### src/core/psr_cfg.svh
// Offsets, field positions, reset values for the port status block
// Assumes inclusion by the one design file, the package and the bench
`ifndef PSR_CFG_SVH
`define PSR_CFG_SVH
// ==================================================
// Register offsets (low 16 address bits)
`define PSR_OFF_STATUS   16'h1000
`define PSR_OFF_RELEASE  16'h1004
`define PSR_OFF_INIT     16'h1008
`define PSR_OFF_MAINT    16'h100c
`define PSR_OFF_CTRL     16'h1010
// ==================================================
// Status fields
`define PSR_B_SUMMARY    15
`define PSR_B_UNINIT     10
`define PSR_B_MIF        9
`define PSR_B_MAINT      8
`define PSR_NUM_EV       9
// Maintenance flags sit at bits 15:8, bus timeout at 8
`define PSR_MAINT_LSB    8
`define PSR_NUM_MAINT    8
// ==================================================
// Reset values
`define PSR_RST_UNINIT   1'b1
`define PSR_RST_MIE      1'b1
`endif

### src/core/psr_pkg.sv
// Types shared by the port status block
// Assumes psr_cfg.svh is on the include path
`include "psr_cfg.svh"
package psr_pkg;
    // ==================================================
    // Event strobes from the port engine, one cycle each
    typedef struct packed {
        logic misc_error;
        logic memory_fault;
        logic structure_fault;
        logic init_complete;
        logic disable_complete;
        logic free_queue_empty;
        logic resp_queue_avail;
    } psr_ev_t;
    // Timer strobes
    typedef struct packed {
        logic sanity_expired;
        logic boot_expired;
    } psr_tmr_t;
endpackage : psr_pkg

### src/core/psr_status.sv
// Port status and interrupt-cause register bank, AHB-Lite slave
// Assumes one clock hclk, events synchronous to it, single word
// transfers only
//
// What this block does
// Once interrupting, status bits freeze until release register gets one.
// Driver treats status as read-only, valid between interrupt and release.
// Driver must not write status; writes could fake interrupts.
// Bits 14:11 and 31:16 read zero.
// Bit 15 is OR of uninit, bits 8 down to 1.
// Bit 10 uninitialized; maintenance fault sets; init write or boot exits.
// Bit 9 sets on any interrupt cause; writes ignored.
// Hardware failure sets bit 8, uninit, halts microcode, interrupts.
// Any maintenance parity flag can set the maintenance fault bit.
// Maintenance fault during pending interrupt re-interrupts after release.
// Release clears interrupt, keeps maintenance flags.
// Bit 7 misc error, interrupts, port heads to disabled.
// Bit 6 on sanity or boot timer expiry.
// Bit 5 on memory system fault; port disabled.
// Bit 4 on data structure fault; port disabled.
// Bit 3 on init complete; port disabled.
// Bit 2 disable complete; queues and link traffic ignored.
// Bit 1 on empty free queue; processing continues.
// Bit 0 on insert to empty response queue.
// Each maintenance parity flag setting also sets maintenance fault.
// Interrupt stays asserted from latch until release write.
//
// Register access over AHB-Lite is this design's own decision.
`include "psr_cfg.svh"
module psr_status #(
    parameter int MAINT_W = `PSR_NUM_MAINT
) (
    // Clock and reset
    input  wire logic               hclk,
    input  wire logic               hresetn,
    // AHB-Lite slave
    input  wire logic               hsel,
    input  wire logic [31:0]        haddr,
    input  wire logic [1:0]         htrans,
    input  wire logic               hwrite,
    input  wire logic [2:0]         hsize,
    input  wire logic               hready,
    input  wire logic [31:0]        hwdata,
    output logic [31:0]             hrdata,
    output logic                    hreadyout,
    output logic                    hresp,
    // Port engine events
    input  wire psr_pkg::psr_ev_t   ev,
    input  wire psr_pkg::psr_tmr_t  tmr,
    input  wire logic [MAINT_W-1:0] maint_err,
    input  wire logic               port_enabled,
    // Port control outputs
    output logic                    irq,
    output logic                    ucode_halt,
    output logic                    port_disabled,
    output logic                    link_ignore
);
    localparam int NE = `PSR_NUM_EV;

    // ==================================================
    // Status word assembly
    function automatic logic [31:0] make_view(
        input logic [NE-1:0] evb,
        input logic          uninitialized_flag,
        input logic          maint_interrupt_flag
    );
        logic [31:0] v;
        v = 32'h0000_0000;
        v[NE-1:0] = evb;
        v[`PSR_B_MIF] = maint_interrupt_flag;
        v[`PSR_B_UNINIT] = uninitialized_flag;
        v[`PSR_B_SUMMARY] = uninitialized_flag | (|evb[NE-1:1]);
        return v;
    endfunction : make_view

    // ==================================================
    // Bus address and data phase
    logic        dp_valid_q;
    logic        dp_write_q;
    logic [15:0] dp_addr_q;
    logic [31:0] hrdata_q;
    wire logic   ap_take = hsel & htrans[1] & hready;
    wire logic [15:0] ap_addr = haddr[15:0];

    wire logic dp_wr = dp_valid_q & dp_write_q;
    // Writes to the status word itself are dropped
    wire logic release_wr = dp_wr & (dp_addr_q == `PSR_OFF_RELEASE)
                            & hwdata[0];
    wire logic init_wr = dp_wr & (dp_addr_q == `PSR_OFF_INIT)
                         & hwdata[0];
    wire logic ctrl_wr = dp_wr & (dp_addr_q == `PSR_OFF_CTRL);

    // ==================================================
    // Maintenance flags and event vector
    logic [MAINT_W-1:0] mcs_q;
    logic [NE-1:0]      ev_q;
    logic [NE-1:0]      pend_q;
    logic               frozen_q;
    logic               uninitialized_flag_q;
    logic               shown_q;
    logic               mie_q;
    logic               halt_q;
    logic               dis_q;
    logic               link_ign_q;
    logic               irq_q;

    // Bit 0 of maint_err is the bus timeout, not a parity flag
    wire logic [MAINT_W-1:0] par_new = maint_err & ~mcs_q;
    wire logic mte_ev = |par_new[MAINT_W-1:1];
    // Flags clear on init, but a new error that cycle still lands
    wire logic [MAINT_W-1:0] mcs_d = init_wr ? maint_err
                                   : (mcs_q | maint_err);

    wire logic [NE-1:0] evt = {
        mte_ev,
        ev.misc_error,
        tmr.sanity_expired | tmr.boot_expired,
        ev.memory_fault,
        ev.structure_fault,
        ev.init_complete,
        ev.disable_complete,
        ev.free_queue_empty,
        ev.resp_queue_avail
    };

    // Entering uninit wins over leaving it
    wire logic uninitialized_flag_d = (mte_ev | tmr.sanity_expired) ? 1'b1
                      : (init_wr | tmr.boot_expired) ? 1'b0
                      : uninitialized_flag_q;
    wire logic halt_d = mte_ev | (halt_q & ~init_wr);
    wire logic dis_set = |{ev.misc_error, ev.memory_fault,
                           ev.structure_fault, ev.init_complete,
                           ev.disable_complete};
    wire logic dis_d = dis_set | (dis_q & ~port_enabled);
    wire logic mie_d = ctrl_wr ? hwdata[0] : mie_q;

    // A release reloads from whatever arrived while frozen
    wire logic [NE-1:0] merged = pend_q | evt;
    wire logic rearm = frozen_q & release_wr;
    wire logic frozen_d = frozen_q ? (release_wr ? |merged : 1'b1)
                                   : |evt;

    wire logic [31:0] view = make_view(ev_q, shown_q, frozen_q);

    wire logic [31:0] rd_word =
        (ap_addr == `PSR_OFF_STATUS) ? view :
        (ap_addr == `PSR_OFF_MAINT)
            ? 32'({mcs_q, `PSR_MAINT_LSB'(0)}) :
        (ap_addr == `PSR_OFF_CTRL) ? {31'h0000_0000, mie_q} :
        32'h0000_0000;

    // ==================================================
    // Bus flops
    always_ff @(posedge hclk or negedge hresetn) begin
        if (!hresetn) begin
            dp_valid_q <= 1'b0;
            dp_write_q <= 1'b0;
            dp_addr_q  <= 16'h0000;
            hrdata_q   <= 32'h0000_0000;
        end else begin
            dp_valid_q <= ap_take;
            dp_write_q <= hwrite;
            dp_addr_q  <= ap_addr;
            if (ap_take && !hwrite) begin
                hrdata_q <= rd_word;
            end
        end
    end

    // ==================================================
    // Frozen status capture
    always_ff @(posedge hclk or negedge hresetn) begin
        if (!hresetn) begin
            ev_q     <= '0;
            pend_q   <= '0;
            frozen_q <= 1'b0;
            shown_q  <= `PSR_RST_UNINIT;
        end else if (!frozen_q) begin
            ev_q     <= evt;
            pend_q   <= '0;
            frozen_q <= frozen_d;
            shown_q  <= uninitialized_flag_d;
        end else if (release_wr) begin
            ev_q     <= merged;
            pend_q   <= '0;
            frozen_q <= frozen_d;
            shown_q  <= uninitialized_flag_d;
        end else begin
            pend_q   <= merged;
        end
    end

    // ==================================================
    // Port state and outputs
    always_ff @(posedge hclk or negedge hresetn) begin
        if (!hresetn) begin
            mcs_q      <= '0;
            uninitialized_flag_q     <= `PSR_RST_UNINIT;
            mie_q      <= `PSR_RST_MIE;
            halt_q     <= 1'b0;
            dis_q      <= 1'b0;
            link_ign_q <= 1'b1;
            irq_q      <= 1'b0;
        end else begin
            mcs_q      <= mcs_d;
            uninitialized_flag_q     <= uninitialized_flag_d;
            mie_q      <= mie_d;
            halt_q     <= halt_d;
            dis_q      <= dis_d;
            link_ign_q <= uninitialized_flag_d | dis_d;
            irq_q      <= frozen_d & mie_d;
        end
    end

    assign hrdata        = hrdata_q;
    assign hreadyout     = dp_valid_q | 1'b1;
    assign hresp         = 1'b0;
    assign irq           = irq_q;
    assign ucode_halt    = halt_q;
    assign port_disabled = dis_q;
    assign link_ignore   = link_ign_q;

    // ==================================================
    // Checks
    property p_freeze;
        @(posedge hclk) disable iff (!hresetn)
        frozen_q && !release_wr |=> $stable(ev_q) && $stable(shown_q);
    endproperty
    a_freeze: assert property (p_freeze)
        else $error("status changed while frozen");

    property p_rsvd;
        @(posedge hclk) disable iff (!hresetn)
        dp_valid_q && !dp_write_q && dp_addr_q == `PSR_OFF_STATUS
        |-> hrdata_q[31:16] == 16'h0000 && hrdata_q[14:11] == 4'h0;
    endproperty
    a_rsvd: assert property (p_rsvd)
        else $error("reserved status bits nonzero");

    property p_summary;
        @(posedge hclk) disable iff (!hresetn)
        (|ev_q[NE-1:1] || shown_q) |-> view[`PSR_B_SUMMARY];
    endproperty
    a_summary: assert property (p_summary)
        else $error("summary bit missing");

    property p_mif;
        @(posedge hclk) disable iff (!hresetn)
        !frozen_q && (|evt) |=> frozen_q && view[`PSR_B_MIF] && ev_q != 0;
    endproperty
    a_mif: assert property (p_mif)
        else $error("interrupt flag did not set");

    property p_halt;
        @(posedge hclk) disable iff (!hresetn)
        mte_ev |=> halt_q && uninitialized_flag_q && link_ign_q && frozen_q
        && irq_q == mie_q;
    endproperty
    a_halt: assert property (p_halt)
        else $error("hardware failure not handled");

    property p_parity;
        @(posedge hclk) disable iff (!hresetn)
        |par_new[MAINT_W-1:1] |=> (ev_q[`PSR_B_MAINT] || pend_q[`PSR_B_MAINT]);
    endproperty
    a_parity: assert property (p_parity)
        else $error("parity flag lost");

    property p_rearm;
        @(posedge hclk) disable iff (!hresetn)
        rearm && pend_q[`PSR_B_MAINT] |=> frozen_q && ev_q[`PSR_B_MAINT];
    endproperty
    a_rearm: assert property (p_rearm)
        else $error("no new interrupt after release");

    property p_keep;
        @(posedge hclk) disable iff (!hresetn)
        release_wr && !init_wr |=> (($past(mcs_q) & ~mcs_q) == '0);
    endproperty
    a_keep: assert property (p_keep)
        else $error("release cleared maintenance flags");

    property p_irq;
        @(posedge hclk) disable iff (!hresetn)
        frozen_q && !release_wr |=> frozen_q && irq_q == mie_q;
    endproperty
    a_irq: assert property (p_irq)
        else $error("interrupt dropped before release");

    property p_dis;
        @(posedge hclk) disable iff (!hresetn)
        ev.structure_fault || ev.memory_fault |=> port_disabled;
    endproperty
    a_dis: assert property (p_dis)
        else $error("port not disabled");

    property p_idle_port;
        @(posedge hclk) disable iff (!hresetn)
        ev.init_complete || ev.disable_complete
        |=> port_disabled && link_ignore;
    endproperty
    a_idle_port: assert property (p_idle_port)
        else $error("port not disabled after init or disable");

    property p_sanity;
        @(posedge hclk) disable iff (!hresetn)
        tmr.sanity_expired |=> uninitialized_flag_q && link_ignore;
    endproperty
    a_sanity: assert property (p_sanity)
        else $error("sanity expiry did not enter uninit");

    property p_uninitialized_flag_exit;
        @(posedge hclk) disable iff (!hresetn)
        init_wr && !mte_ev && !tmr.sanity_expired |=> !uninitialized_flag_q && !ucode_halt;
    endproperty
    a_uninitialized_flag_exit: assert property (p_uninitialized_flag_exit)
        else $error("init write did not leave uninit");
endmodule : psr_status

### config.mk
export PLATFORM = sky130hd
export DESIGN_NAME = psr_status
export DESIGN_NICKNAME = d
export VERILOG_FILES = /design/src/core/psr_pkg.sv /design/src/core/psr_status.sv
export VERILOG_INCLUDE_DIRS = /design/src /design/src/core
export SDC_FILE = /design/constraint.sdc
export NUM_CORES = 1
export LEC_CHECK = 0
export ABC_AREA = 0
export BUFFER_PORTS_ARGS = -buffer_cell sky130_fd_sc_hd__buf_2
export CAP_MARGIN = 40
export CORE_ASPECT_RATIO = 1.75
export CORE_MARGIN = 5
export CORE_UTILIZATION = 40
export CTS_CLUSTER_DIAMETER = 80
export DETAILED_ROUTE_END_ITERATION = 16
export PLACE_DENSITY = 0.72
export SETUP_SLACK_MARGIN = 0.4
export SYNTH_ARGS = -nofsm -noshare
export SYNTH_HDL_FRONTEND = slang
export SYNTH_SLANG_ARGS = --single-unit
### constraint.sdc
create_clock -name hclk -period 2 [get_ports hclk]
set_input_delay 0.6 -clock hclk [delete_from_list [all_inputs] [get_ports hclk]]
set_output_delay 0.6 -clock hclk [all_outputs]
set_load 0.05 [all_outputs]
==> impl_results.md <==
- Status: completed
- Antenna violations before repair: 0
- Vias post-DR: 2,049
- Post-synthesis async set-or-reset flop share: 100%
- RSZ-0062 raised after global routing: yes
- Fin. max-slew vios: 0
- Core area: 6860 um^2
- Metal3 WL: 485 um
- Area of the die: 8840 um^2
- R2R Path End: link_ignore$_DFF_PN1_
- Setup TNS: 0 ps
- Drt drc: 0
- Hold Crit Class: in -> async
- EDFF count, synth: 0
- # IOs: 130
- Share of cells above drive strength 1: 37.6%
- Leading cell type in the layout, fill and taps excluded: dfrtp_1
- Final Setup Violations: 0
- Max Used Layer: met4
- Initial Util: 40.9%
- Antenna-violating nets left: 0
- Commonest non-fill, non-tap cells in the layout: 64 x dfrtp_1, 56 x buf_2, 20 x nor2_1
- Layout area overhead: 32.5%
- CTS Buffer Depth: 2
- Syn_area_per_cell: 12.3 um^2
- Reg2reg start: dp_addr_q[9]$_DFF_PN0_
- Worst-Margin Slew: 597 ps
- Reg2Reg Depth: 4
- CTS buffer count: 9
- Total congestion overflow: 0
- Setup CP Type: reg -> reg
- Port bufs: 60
- Wl on met1: 2.28 mm
- Clock skew: 4.93 ps
- Vias in the first global route: 2,171
- Reg2reg setup slack: 140 ps
- Slew margin rel.: 59.9%
- H-tree depth: 3
- Net count reported at finish: 398
- Gpl congestion: 0.888
- Synth Flop Type: dfrtp_1
- Layout fillers: 582
- Crit path to: link_ignore$_DFF_PN1_
- Storage element area: 1710 um^2
- HPWL after DPL: 4.84 mm
- Metal2 WL: 3.72 mm
- Sequential share of the synthesized area: 60.9%
- Power density cells: 892 nW/um^2
- Min Tclk post-route: 1860 ps
- Final hold vios: 0
- Worst IR Drop VDD: 0.718 mV
- CP endpoint kind: flip-flop
- DR iter-0 viols: 126
- Vias per inst: 5.19
- Clock sinks: 68
- Total Wirelength: 6.72 mm
- Maximum fanout along the worst path: 4
- Largest net degree at the start of global routing: 69
- Antenna diodes: 0
- Clock slew at reported path FFs: 50 ps
- Worst setup startpoint: dp_addr_q[9]$_DFF_PN0_
- Detailed-route wire length per cell: 17.0 um
- Period utilization: 93.2%
- Synth Cell Area: 2800 um^2
- Area taken by multi-input logic gates: 1090 um^2
- Global-route wire length before repair: 10.4 mm
- Die X-Extent: 73.3 um
- DR pass1 iterations: 4
- WP data required: 2250 ps
- MaxCap Viol Count: 0
- Critical Path AT: 2110 ps
- CTS Root Cell: clkbuf_16
- Standard-cell rows: 40
- Synthesis Warnings: 0
- #FFs+latches synth: 68
- GRT Total Usage: 15.8%
- Leakage: 0.00170 uW
- Worst-Skew Late Latency: 330 ps
- TritonCTS clock tree: yes
- Max Clock Freq: 536 MHz
- Startpoint Class: flip-flop
- Die height: 121 um
- Synth unique cells: 47
- Total power: 3310 uW
- Synthesized netlist cell count: 228
==> through the flow <==
stage | instance area (um^2) | hold WS (ps) | util (%) | setup WS (ps) | std cells
after global placement | 3250 | 454 | 47.4 | 5.35 | 375
after floorplan | 2930 | 304 | - | 230 | 244
final | 3710 | 283 | 54.1 | 135 | 395
after detailed placement | 3250 | 469 | 47.4 | -9.79 | 375
after global routing | 3710 | 312 | 54.1 | 44.3 | 395
after CTS | 3640 | 293 | 53.1 | 134 | 393
==> where the power goes <==
group	leakage (uW)	switching [uW]	internal [uW]	total [uW]
combinational	0.000788	153	63.6	217
clock	0.000153	542	1120	1660
sequential	0.000762	22.1	1410	1430
total	0.00170	718	2590	3310
==> registers in the layout, summed over array words and instances, names as in the netlist, 8 cells and up <==
name	cells
dp_addr_q	16
ev_q	9
hrdata	16
mcs_q	8
pend_q	9
==> cell type report <==
class	count	share of cell area [%]
clock buffers	12	6.64
clock inverters	4	1.96
inverters	10	1.01
multi-input cells	143	29.3
flip-flops and latches	68	46.0
well taps	84	2.83
repair buffers	74	12.2
==> synthesized netlist by cell type, types with 2 or more instances <==
cell	number	area share, %
a221o_1	4	1.4
clkbuf_1	4	0.54
nor4_1	4	0.89
o41ai_1	2	0.63
nand3_1	7	1.3
and4_1	2	0.63
conb_1	2	0.27
nand2b_1	4	0.89
nor3_1	8	1.4
nor2_1	23	3.1
a21o_1	9	2.4
and2_1	2	0.45
nor4_4	2	1.5
buf_2	2	0.36
o31ai_1	2	0.54
or3_1	3	0.67
nand2_1	5	0.67
dfstp_2	4	3.8
nor2b_1	2	0.45
a221oi_1	3	0.94
a22o_1	11	3.4
o221a_2	5	2.0
buf_4	18	4.8
dfrtp_1	64	57
and3b_1	2	0.63
inv_1	10	1.3
or4_1	4	1.1
==> worst min-delay path by stage <==
stage	endpoint	slack [ps]	cells after the start
2_1_floorplan	dp_addr_q[0]$_DFF_PN0_	300	0
3_3_place_gp	hrdata[0]$_DFFE_PN0P_	450	2
3_5_place_dp	hrdata[0]$_DFFE_PN0P_	470	2
4_1_cts	dp_addr_q[6]$_DFF_PN0_	290	2
5_1_grt	dp_addr_q[0]$_DFF_PN0_	310	2
6_report	dp_write_q$_DFF_PN0_	280	2
==> per-layer routing <==
layer	up-vias	track usage [%]
met2	78	27.2
met4	0	9.24
met5	-	0
met1	992	16.0
li1	963	-
met3	16	5.07
==> critical path, stage by stage (launching register included) <==
cell and delay (ps):
dfrtp_1 390, nor4_4 370, nand4_4 160, o311a_4 390, or4_4 470
==> kinds of logic (layout without fill, tap and decap cells) <==
| group | after synthesis | after routing | synth area share [%] |
|---|---|---|---|
| compound gates | 47 | 47 | 14.4 |
| buf+inv | 34 | 100 | 7.06 |
| flops | 68 | 68 | 60.9 |
| mux | 1 | 1 | 0.357 |
| other cells | 2 | 18 | 0.268 |
| simple gates | 76 | 77 | 17.0 |
==> timing repair <==
item,4_1_cts,5_1_grt
pin swaps,5,9
buffers inserted,1,1
cloned,1,1
resized for setup,13,13
hold endpoints to repair,0,0
hold buffers,0,0
setup endpoints to repair,40,41
Note: power is estimated with default switching activity, not from simulation.
